==> src/rtl/ptr_params.svh <==
// Constants of the power stage tuning register bank
// Behaviour
// - 32-bit transient word, resets to zero
// - Bits 31:30 multiply inner into outer threshold
// - Load inner threshold is 0.5% times (code+1)
// - Unload inner threshold is 0.5% times (code+1)
// - Load correction times in tsw/64 units
// - Unload correction times in tsw/64 units
// - Bits 7:4 and 3:0 pick blanking times
// - Blanking codes map to fixed tsw/64 counts
// - Fault bit 7 turns low side on at OV
// - Fault declared after count plus one violations
// - Remote reading is temperature over divisor
// - Bias is added to the scaled reading
// - Bit 7 picks internal or remote sensor
// - Bits 6:0 give factor per 100 ppm
// - Correction is applied with negative sign
// - Upper byte high-low, lower byte low-high
// - Positive separates drives, negative overlaps them
// - Frozen intervals bounded by minimum and maximum
// - Leaving adaptive mode freezes last interval
// - Interval resets 1014h, limited -15 to 60
// - Mode bit 15 clear adaptive, set frozen
`ifndef PTR_PARAMS_SVH
`define PTR_PARAMS_SVH

// Command codes of the registers
`define PTR_OFS_BOOST  8'hd7
`define PTR_OFS_FAULT  8'hd8
`define PTR_OFS_DIV    8'hd9
`define PTR_OFS_BIAS   8'hda
`define PTR_OFS_TCOMP  8'hdc
`define PTR_OFS_DT     8'hdd

// Reset values
`define PTR_RST_BOOST  32'h0000_0000
`define PTR_RST_FAULT  8'h00
`define PTR_RST_DIV    16'hba00
`define PTR_RST_BIAS   16'h8000
`define PTR_RST_TCOMP  8'h28
`define PTR_RST_DT     16'h1014

// Non-overlap limits in ns
`define PTR_DT_MIN_NS  (-9'sh00f)
`define PTR_DT_MAX_NS  9'sh03c

// Thermal correction: reference degrees and ppm per code step
`define PTR_TREF_C     32'sh0000_0019
`define PTR_TC_STEP    32'sh0000_0064

// Temperatures are signed with this many fraction bits
`define PTR_FRAC_BITS  4
// Extra quotient bits kept through the divide
`define PTR_DIV_GUARD  8
// Blanking lengths in tsw/64 units, code 15 in the top byte
`define PTR_BLANK_TABLE {8'he1, 8'hc1, 8'hb1, 8'ha1, 8'h81, 8'h61, \
	8'h51, 8'h41, 8'h31, 8'h21, 8'h11, 8'h09, 8'h05, 8'h03, 8'h02, \
	8'h01}

`endif

==> src/rtl/ptr_pkg.sv <==
// Field layouts of the power stage tuning registers
package ptr_pkg;

	typedef struct packed {
		logic [1:0] outerMult;
		logic [2:0] loadInner;
		logic [2:0] unloadInner;
		logic [3:0] loadOuterTime;
		logic [3:0] loadInnerTime;
		logic [3:0] unloadOuterTime;
		logic [3:0] unloadInnerTime;
		logic [3:0] loadBlank;
		logic [3:0] unloadBlank;
	} ptr_boost_s;

	typedef struct packed {
		logic       lowSideOnOv;
		logic [2:0] unused;
		logic [3:0] violCount;
	} ptr_fault_s;

	typedef struct packed {
		logic       srcRemote;
		logic [6:0] factor;
	} ptr_tcomp_s;

	typedef struct packed {
		logic signed [7:0] hiToLo;
		logic signed [7:0] loToHi;
	} ptr_dt_s;

endpackage

==> src/rtl/ptr_regs.sv <==
// Power stage tuning register bank with its derived settings
`timescale 1ns/1ps
`include "ptr_params.svh"
module ptr_regs
	import ptr_pkg::*;
(
	input  wire logic               clk,
	input  wire logic               srst,
	// Management command port, code equals register offset
	input  wire logic               cmdValid,
	input  wire logic               cmdWrite,
	input  wire logic        [7:0]  cmdCode,
	input  wire logic        [31:0] cmdData,
	output logic             [31:0] rdData,
	output logic                    rdValid,
	output logic                    cmdError,
	// Transient response settings
	output logic             [5:0]  loadInnerThr,
	output logic             [5:0]  loadOuterThr,
	output logic             [5:0]  unloadInnerThr,
	output logic             [5:0]  unloadOuterThr,
	output logic             [3:0]  loadOuterWindow,
	output logic             [3:0]  loadInnerWindow,
	output logic             [3:0]  unloadOuterWindow,
	output logic             [3:0]  unloadInnerWindow,
	output logic             [7:0]  loadBlankLen,
	output logic             [7:0]  unloadBlankLen,
	// Output voltage fault detection
	input  wire logic               faultSample,
	input  wire logic               ovViolation,
	input  wire logic               uvViolation,
	input  wire logic               faultClear,
	output logic                    ovFault,
	output logic                    uvFault,
	output logic                    lowSideOn,
	// Temperatures, signed with four fraction bits
	input  wire logic signed [15:0] remoteTempInput,
	input  wire logic signed [15:0] internalTemp,
	output logic signed      [15:0] remoteTempReading,
	output logic signed      [31:0] senseCorrPpm,
	// Non-overlap control
	input  wire logic               freezeHiLo,
	input  wire logic               freezeLoHi,
	input  wire logic        [6:0]  minHiLo,
	input  wire logic        [6:0]  minLoHi,
	input  wire logic signed [7:0]  maxHiLo,
	input  wire logic signed [7:0]  maxLoHi,
	input  wire logic signed [7:0]  adaptHiLo,
	input  wire logic signed [7:0]  adaptLoHi,
	output logic signed      [7:0]  hiLoDelay,
	output logic signed      [7:0]  loHiDelay
);

	typedef struct packed {
		ptr_boost_s        boost;
		ptr_fault_s        fault;
		logic [15:0]       tempDiv;
		logic [15:0]       tempBias;
		ptr_tcomp_s        tcomp;
		ptr_dt_s           dt;
		logic [31:0]       rd;
		logic              rdv;
		logic              err;
		logic [5:0]        lIn;
		logic [5:0]        lOut;
		logic [5:0]        uIn;
		logic [5:0]        uOut;
		logic [7:0]        lBlank;
		logic [7:0]        uBlank;
		logic [4:0]        ovCnt;
		logic [4:0]        uvCnt;
		logic              ovF;
		logic              uvF;
		logic              lowOn;
		logic              frzHlQ;
		logic              frzLhQ;
		logic signed [7:0] hl;
		logic signed [7:0] lh;
		logic signed [15:0] remT;
		logic signed [31:0] corr;
	} ptr_regs_s;

	ptr_regs_s         st;
	ptr_regs_s         next_st;
	logic signed [15:0] calResult;

	////////////////////////////////////////////////////////////////////
	// Helpers

	// Bound a value to [lo, hi]; nine bits so a 2 ns minimum of 254 fits
	function automatic logic signed [7:0] clampDt(
		input logic signed [8:0] v,
		input logic signed [8:0] lo,
		input logic signed [8:0] hi
	);
		logic signed [8:0] r;
		r = v;
		if (r < lo)
			r = lo;
		if (r > hi)
			r = hi;
		return 8'(r);
	endfunction

	// Store limit: the documented -15..60 ns window
	function automatic logic signed [7:0] limitDt(
		input logic signed [7:0] v
	);
		return clampDt(9'(v), `PTR_DT_MIN_NS, `PTR_DT_MAX_NS);
	endfunction

	// Code to blanking length in tsw/64 units
	function automatic logic [7:0] blankLen(input logic [3:0] code);
		logic [127:0] tbl;
		tbl = `PTR_BLANK_TABLE;
		return tbl[code*8 +: 8];
	endfunction

	// Consecutive-violation counter; saturates at 31, above any need
	function automatic logic [4:0] violStep(
		input logic [4:0] cnt,
		input logic       viol
	);
		if (!viol)
			return 5'h00;
		if (cnt == 5'h1f)
			return cnt;
		return cnt + 5'h01;
	endfunction

	////////////////////////////////////////////////////////////////////
	// Remote temperature calibration

	ptr_temp_cal #(
		.TEMP_W (16)
	) u_cal (
		.clk     (clk),
		.srst    (srst),
		.extTemp (remoteTempInput),
		.divisor (st.tempDiv),
		.bias    (st.tempBias),
		.result  (calResult)
	);

	////////////////////////////////////////////////////////////////////
	// Next state

	always_comb begin
		logic [4:0]         need;
		logic signed [31:0] tDeg;
		logic signed [8:0]  lo;
		next_st = st;
		need = {1'b0, st.fault.violCount} + 5'h01;
		tDeg = '0;
		lo = '0;
		next_st.rdv = 1'b0;
		next_st.err = 1'b0;

		// Command decode: writes store, reads answer next cycle
		if (cmdValid) begin
			next_st.rdv = !cmdWrite;
			next_st.rd = '0;
			unique case (cmdCode)
				`PTR_OFS_BOOST: begin
					if (cmdWrite)
						next_st.boost = cmdData;
					next_st.rd = st.boost;
				end
				`PTR_OFS_FAULT: begin
					if (cmdWrite)
						next_st.fault = cmdData[7:0];
					next_st.rd = 32'(st.fault);
				end
				`PTR_OFS_DIV: begin
					if (cmdWrite)
						next_st.tempDiv = cmdData[15:0];
					next_st.rd = 32'(st.tempDiv);
				end
				`PTR_OFS_BIAS: begin
					if (cmdWrite)
						next_st.tempBias = cmdData[15:0];
					next_st.rd = 32'(st.tempBias);
				end
				`PTR_OFS_TCOMP: begin
					if (cmdWrite)
						next_st.tcomp = cmdData[7:0];
					next_st.rd = 32'(st.tcomp);
				end
				`PTR_OFS_DT: begin
					// Out-of-window values are pulled to the limit
					if (cmdWrite) begin
						next_st.dt.hiToLo = limitDt(cmdData[15:8]);
						next_st.dt.loToHi = limitDt(cmdData[7:0]);
					end
					next_st.rd = 32'(st.dt);
				end
				default: begin
					next_st.err = 1'b1;
					next_st.rdv = 1'b0;
				end
			endcase
		end

		// Comparator thresholds in 0.5 % steps of the output voltage
		next_st.lIn = 6'({3'h0, st.boost.loadInner} + 6'h01);
		next_st.uIn = 6'({3'h0, st.boost.unloadInner} + 6'h01);
		next_st.lOut = 6'(next_st.lIn * st.boost.outerMult);
		next_st.uOut = 6'(next_st.uIn * st.boost.outerMult);
		next_st.lBlank = blankLen(st.boost.loadBlank);
		next_st.uBlank = blankLen(st.boost.unloadBlank);

		// Fault filter; bits 6:4 are never looked at
		if (faultSample) begin
			next_st.ovCnt = violStep(st.ovCnt, ovViolation);
			next_st.uvCnt = violStep(st.uvCnt, uvViolation);
		end
		// Clear first so a fault arriving in the same cycle survives
		if (faultClear) begin
			next_st.ovF = 1'b0;
			next_st.uvF = 1'b0;
		end
		// Declared on a sample only: a level test would undo every
		// clear while the count still stands at the threshold
		if (faultSample && next_st.ovCnt >= need)
			next_st.ovF = 1'b1;
		if (faultSample && next_st.uvCnt >= need)
			next_st.uvF = 1'b1;
		// Low side only when the option is set, else it stays off
		next_st.lowOn = next_st.ovF & st.fault.lowSideOnOv;

		// Calibrated remote reading, refreshed after each divide
		next_st.remT = calResult;

		// Sense correction in ppm; negative to cancel a rising tempco
		tDeg = (st.tcomp.srcRemote ? 32'(st.remT) : 32'(internalTemp))
			>>> `PTR_FRAC_BITS;
		next_st.corr = -(32'(st.tcomp.factor) * `PTR_TC_STEP
			* (tDeg - `PTR_TREF_C));

		// Each interval: adaptive or frozen, bit 15 of mode
		next_st.frzHlQ = freezeHiLo;
		next_st.frzLhQ = freezeLoHi;
		lo = 9'({minHiLo, 1'b0});
		if (!freezeHiLo)
			next_st.hl = clampDt(9'(adaptHiLo), lo, 9'(maxHiLo));
		else
			next_st.hl = clampDt(9'(st.dt.hiToLo), lo,
				9'(maxHiLo));
		lo = 9'({minLoHi, 1'b0});
		if (!freezeLoHi)
			next_st.lh = clampDt(9'(adaptLoHi), lo, 9'(maxLoHi));
		else
			next_st.lh = clampDt(9'(st.dt.loToHi), lo,
				9'(maxLoHi));

		// Entering frozen mode keeps the interval last in use; it
		// overrides a host write landing in the same cycle
		if (freezeHiLo && !st.frzHlQ) begin
			next_st.dt.hiToLo = st.hl;
			next_st.hl = st.hl;
		end
		if (freezeLoHi && !st.frzLhQ) begin
			next_st.dt.loToHi = st.lh;
			next_st.lh = st.lh;
		end
	end

	////////////////////////////////////////////////////////////////////
	// State register

	always_ff @(posedge clk) begin
		if (srst) begin
			st <= '0;
			st.boost <= `PTR_RST_BOOST;
			st.fault <= `PTR_RST_FAULT;
			st.tempDiv <= `PTR_RST_DIV;
			st.tempBias <= `PTR_RST_BIAS;
			st.tcomp <= `PTR_RST_TCOMP;
			st.dt <= `PTR_RST_DT;
			st.frzHlQ <= 1'b1;
			st.frzLhQ <= 1'b1;
		end else begin
			st <= next_st;
		end
	end

	////////////////////////////////////////////////////////////////////
	// Outputs, each straight from the state register

	assign rdData            = st.rd;
	assign rdValid           = st.rdv;
	assign cmdError          = st.err;
	assign loadInnerThr      = st.lIn;
	assign loadOuterThr      = st.lOut;
	assign unloadInnerThr    = st.uIn;
	assign unloadOuterThr    = st.uOut;
	assign loadOuterWindow   = st.boost.loadOuterTime;
	assign loadInnerWindow   = st.boost.loadInnerTime;
	assign unloadOuterWindow = st.boost.unloadOuterTime;
	assign unloadInnerWindow = st.boost.unloadInnerTime;
	assign loadBlankLen      = st.lBlank;
	assign unloadBlankLen    = st.uBlank;
	assign ovFault           = st.ovF;
	assign uvFault           = st.uvF;
	assign lowSideOn         = st.lowOn;
	assign remoteTempReading = st.remT;
	assign senseCorrPpm      = st.corr;
	assign hiLoDelay         = st.hl;
	assign loHiDelay         = st.lh;

endmodule

==> src/rtl/ptr_temp_cal.sv <==
// Remote temperature calibration: reading / divisor + bias, linear-11
`timescale 1ns/1ps
`include "ptr_params.svh"
module ptr_temp_cal
	import ptr_pkg::*;
#(
	parameter int TEMP_W = 16
) (
	input  wire logic                     clk,
	input  wire logic                     srst,
	input  wire logic signed [TEMP_W-1:0] extTemp,
	input  wire logic        [15:0]       divisor,
	input  wire logic        [15:0]       bias,
	output logic signed      [TEMP_W-1:0] result
);
	localparam int NUM_W = TEMP_W + `PTR_DIV_GUARD;

	// The bit counter and the 32-bit unscaling only serve this range
	if (TEMP_W < 8 || TEMP_W > 24) begin : g_bad_width
		$error("ptr_temp_cal: TEMP_W out of range");
	end

	typedef struct packed {
		logic                     busy;
		logic [5:0]               cnt;
		logic [NUM_W-1:0]         num;
		logic [11:0]              rem;
		logic [10:0]              den;
		logic                     neg;
		logic signed [4:0]        ex;
		logic signed [TEMP_W-1:0] res;
	} ptr_cal_s;

	ptr_cal_s st;
	ptr_cal_s next_st;

	// Long division one bit a cycle; trades speed for area, the
	// temperature changes far slower than the 24-odd cycles it takes
	always_comb begin
		logic signed [10:0] mant;
		logic signed [31:0] q;
		logic signed [31:0] ofs;
		logic signed [4:0]  oe;
		logic [11:0]        trial;
		next_st = st;
		mant = divisor[10:0];
		q = '0;
		ofs = '0;
		oe = bias[15:11];
		trial = '0;
		if (!st.busy) begin
			// Zero divisor keeps the last result instead of blowing up
			if (mant != 11'sh000) begin
				next_st.busy = 1'b1;
				next_st.cnt = 6'(NUM_W);
				next_st.num = NUM_W'(extTemp[TEMP_W-1] ?
					-extTemp : extTemp) << `PTR_DIV_GUARD;
				next_st.den = mant[10] ? 11'(-mant) : 11'(mant);
				next_st.neg = extTemp[TEMP_W-1] ^ mant[10];
				next_st.ex = divisor[15:11];
				next_st.rem = '0;
			end
		end else if (st.cnt != 6'h00) begin
			trial = {st.rem[10:0], st.num[NUM_W-1]};
			next_st.num = {st.num[NUM_W-2:0], 1'b0};
			if (trial >= {1'b0, st.den}) begin
				next_st.rem = trial - {1'b0, st.den};
				next_st.num[0] = 1'b1;
			end else begin
				next_st.rem = trial;
			end
			next_st.cnt = st.cnt - 6'h01;
		end else begin
			// Undo the divisor exponent, then drop the guard bits
			q = 32'(st.num);
			q = st.neg ? -q : q;
			q = (st.ex >= 0) ? q >>> st.ex : q <<< (-st.ex);
			q = q >>> `PTR_DIV_GUARD;
			// Bias converted to the same fixed point
			ofs = 32'(signed'(bias[10:0]));
			ofs = (oe >= -`PTR_FRAC_BITS) ? ofs <<< (oe + `PTR_FRAC_BITS)
				: ofs >>> (-oe - `PTR_FRAC_BITS);
			next_st.res = TEMP_W'(q + ofs);
			next_st.busy = 1'b0;
		end
	end

	// State register
	always_ff @(posedge clk) begin
		if (srst)
			st <= '0;
		else
			st <= next_st;
	end

	assign result = st.res;

endmodule

==> config.mk <==
export PLATFORM = sky130hd
export DESIGN_NAME = ptr_regs
export DESIGN_NICKNAME = d
export VERILOG_FILES = /design/src/rtl/ptr_pkg.sv /design/src/rtl/ptr_regs.sv /design/src/rtl/ptr_temp_cal.sv
export VERILOG_INCLUDE_DIRS = /design/src /design/src/rtl
export SDC_FILE = /design/constraint.sdc
export NUM_CORES = 2
export LEC_CHECK = 0
export ABC_AREA = 1
export BUFFER_PORTS_ARGS = -buffer_cell sky130_fd_sc_hd__buf_2
export CAP_MARGIN = 0
export CORE_MARGIN = 2
export CORE_UTILIZATION = 50
export CTS_CLUSTER_SIZE = 16
export DETAILED_ROUTE_END_ITERATION = 8
export MAX_ROUTING_LAYER = met4
export PLACE_DENSITY = 0.77
export SETUP_SLACK_MARGIN = 0.4
export SLEW_MARGIN = 25
export SYNTH_ARGS = -nofsm -noshare
export SYNTH_HDL_FRONTEND = slang
export SYNTH_HIERARCHICAL = 1
export SYNTH_SLANG_ARGS = --single-unit
==> constraint.sdc <==
create_clock -name clk -period 10.6 [get_ports clk]
set_clock_uncertainty 0.1 [all_clocks]
set_input_delay 0.53 -clock clk [delete_from_list [all_inputs] [get_ports clk]]
set_output_delay 0.53 -clock clk [all_outputs]
set_load 0.02 [all_outputs]
==> results.json <==
{
  "cts.path.max_buffers": 3,
  "vias": 30862,
  "critPathMaxFanout": 13,
  "syn_area_sq_um": 32510,
  "syn_to_final_growth_pct": 6.303,
  "grtUsageTotal": 0.2833,
  "start_util": 0.5053,
  "io_pins": 285,
  "relSlewSlack": 0.3021,
  "cts.sinks": 318,
  "fin_tns_setup_ps": 0,
  "maxCapViolations": 0,
  "rsz0062_at_grt": "no",
  "period_share": 0.8159,
  "routed_via_density": 5.441,
  "h-tree-depth": 2,
  "period_needed_ps": 8648,
  "postSynthAreaPerCell_sq_um": 6.801,
  "synth_edf_count": 0,
  "synthArstFlopShare": 0,
  "routedWlPerCell_um": 16.50,
  "required_ps": 10940,
  "status": "complete, no violations",
  "pre_cts_ws_ps": 2081,
  "yosys.area.top_type_share": 0.1958,
  "r2r_start": "st[171]",
  "drc": 0,
  "max_freq_mhz": 115.6,
  "setup_slack_ps": 1952,
  "die_area_sq_um": 67080,
  "gp_congestion": 0.9539,
  "synthFlopType": "dfxtp_1",
  "yosysUniqueCellTypes": 70,
  "cts_made_buffers": 38,
  "insertion_delay_ps": 590,
  "finalWirelength_um": 93590,
  "final_util": 0.5371,
  "synth.yosys.seq_area_share": 0.1958,
  "fp.dieH_um": 259.0,
  "nets": 5348,
  "power.density_nw_per_um2": 214.1,
  "grt_max_degree": 109,
  "drive_above_1_share": 0.1048,
  "yosysTopAreaCell": "dfxtp_1",
  "antenna_left": 0,
  "io_buffers": 274,
  "core_area_sq_um": 64350,
  "critPathKind": "reg -> reg",
  "worstMarginPinSlew_ps": 1047,
  "firstDrtPassIters": 5,
  "cpMostUsedCell": "fa_1",
  "crit_arrival_ps": 8990,
  "cts_root_buf": "clkbuf_16",
  "clkTransAtPathRegs_ps": 60,
  "setup_viol": 0,
  "antenna_found_initial": 7,
  "worstSetupStartpointType": "flop",
  "crit_path_end_kind": "flop",
  "yosys-top-cells-area": "dfxtp_1, fa_1, nand2_1, ha_1, inv_1",
  "post_cts_buffers": 0,
  "drt_iter0_markers": 2336,
  "grt_pass1_vias": 29391,
  "fillers": 6301,
  "overflow": 0,
  "cts-resized-gates": 0,
  "yosys_warnings": 6,
  "slowest_stage": "fa_1",
  "rows": 93,
  "dpl.hpwl_um": 73930,
  "ir_worst_vdd_uv": 241.7,
  "slowest_delay_ps": 550,
  "chipWidth_um": 259.0,
  "final_common_cell": "nand2_1",
  "hold_class": "in -> reg",
  "hold_start": "cmdWrite",
  "slew_viol_final": 0,
  "synth_seq_cells": 318,
  "crit_start": "st[171]",
  "layout_common_cells": "nand2_1, inv_1, nor2_1, o21ai_0, a21oi_1",
  "grt_pass1_wl_um": 150500,
  "cts_tree": "built",
  "hold_buffers": 0,
  "synthCells": 4781,
  "finalHoldViolations": 0,
  "leakage_nw": 17.10
}
## cells in the mapped netlist (all sizes together) (2+ instances only)
cell and count:
dfxtp 318, o21ai 374, a22o 2, a21oi 337, a31oi 39, clkinv 12
nand3b 9, and2 2, nor2 420, a21o 9, o31ai 9, nand2 1103
a21boi 8, o2111ai 8, a22oi 6, o22ai 4, a211oi 12, nand4 40
o311ai 2, o211ai 38, xor2 48, nor3 45, clkbuf 125, inv 730
fa 225, o21bai 11, o221ai 13, o41ai 2, xnor2 38, nand3 291
nor4 19, ha 215, nor3b 2, buf 221, mux2i 5, or2 17
o21a 7, a221oi 7
## registers in the layout, summed over array words and instances (netlist names), 6 cells and up
signal             flops
hiLoDelay              8
loHiDelay              8
loadBlankLen           8
loadOuterThr           6
rdData                32
remoteTempReading     16
senseCorrPpm          30
st                    92
u_cal/result          16
u_cal/st              59
unloadBlankLen         8
unloadOuterThr         6
## worst max-delay path, delay by kind of cell (launching register included)
family                   cells  cell delay, ps
AO/OA/AOI/OAI                4             810
XOR/XNOR                     2             350
adder cells (fa/ha/maj)     10            4430
buffers and inverters        4             620
flip-flops                   1             440
AND/OR/NAND/NOR             11            1770
## per-layer routing
layer / share of wire / GRT usage / vias to the layer above / wire, um
met4: 0.042 / 0.1175 / 0 / 3946
met2: 0.48 / 0.4716 / 1050 / 44890
met1: 0.42 / 0.3453 / 14420 / 39060
met5: 0 / - / - / 0
li1: - / - / 15169 / -
met3: 0.061 / 0.03808 / 223 / 5697
## cells by family (layout without fill, tap and decap cells)
family                   Yosys count  in the layout  share of synthesized area
multiplexers                       5              5                   0.001539
adder cells (fa/ha/maj)          440            440                     0.2213
AND/OR/NAND/NOR                 1950           1950                     0.2560
AO/OA/AOI/OAI                    893            893                     0.1538
XOR/XNOR                          86             86                    0.02363
other                              1             14                  0.0001153
buffers and inverters           1088           1111                     0.1478
flip-flops                       318            318                     0.1958
## report_power, final
group / switching (W) / total, W / leakage, nW / internal (W)
clock network: 0.000580 / 0.00142 / 0.667 / 0.000842
logic: 0.00304 / 0.00460 / 13.8 / 0.00156
registers: 0.0000673 / 0.00138 / 2.59 / 0.00131
total: 0.00368 / 0.00740 / 17.1 / 0.00371
## through the flow
stage,instances,area (sq um),hold WS (ps),total power (W)
finish,5672,34560,33.45,0.007399
floorplan,4786,32530,326.4,0.004990
CTS,5664,34540,10.70,0.007400
global placement,5595,33170,313.9,0.005897
global route,5671,34560,33.10,0.008175
detailed placement,5595,33170,312.6,0.005952
## final cells by class
| type | count | area [sq um] | share of cell area |
|---|---|---|---|
| diodes | 8 | 20.02 | 0.0005792 |
| clock buffers | 52 | 1104 | 0.03193 |
| clock inverters | 17 | 270.3 | 0.007819 |
| inverters | 742 | 2789 | 0.08069 |
| multi-input cells | 3380 | 21370 | 0.6182 |
| flip-flops and latches | 318 | 6366 | 0.1842 |
| well taps | 855 | 1070 | 0.03095 |
| repair buffers | 300 | 1577 | 0.04561 |
## worst paths after layout
path                          endpoint  depth (start not counted)  slack [ps]
setup reg to reg      senseCorrPpm[22]                         31        1950
hold / removal                 rdValid                          2          30
hold reg to reg   remoteTempReading[1]                          2         320
setup / recovery      senseCorrPpm[22]                         31        1950
No activity file was read; power rests on OpenSTA's default activity.
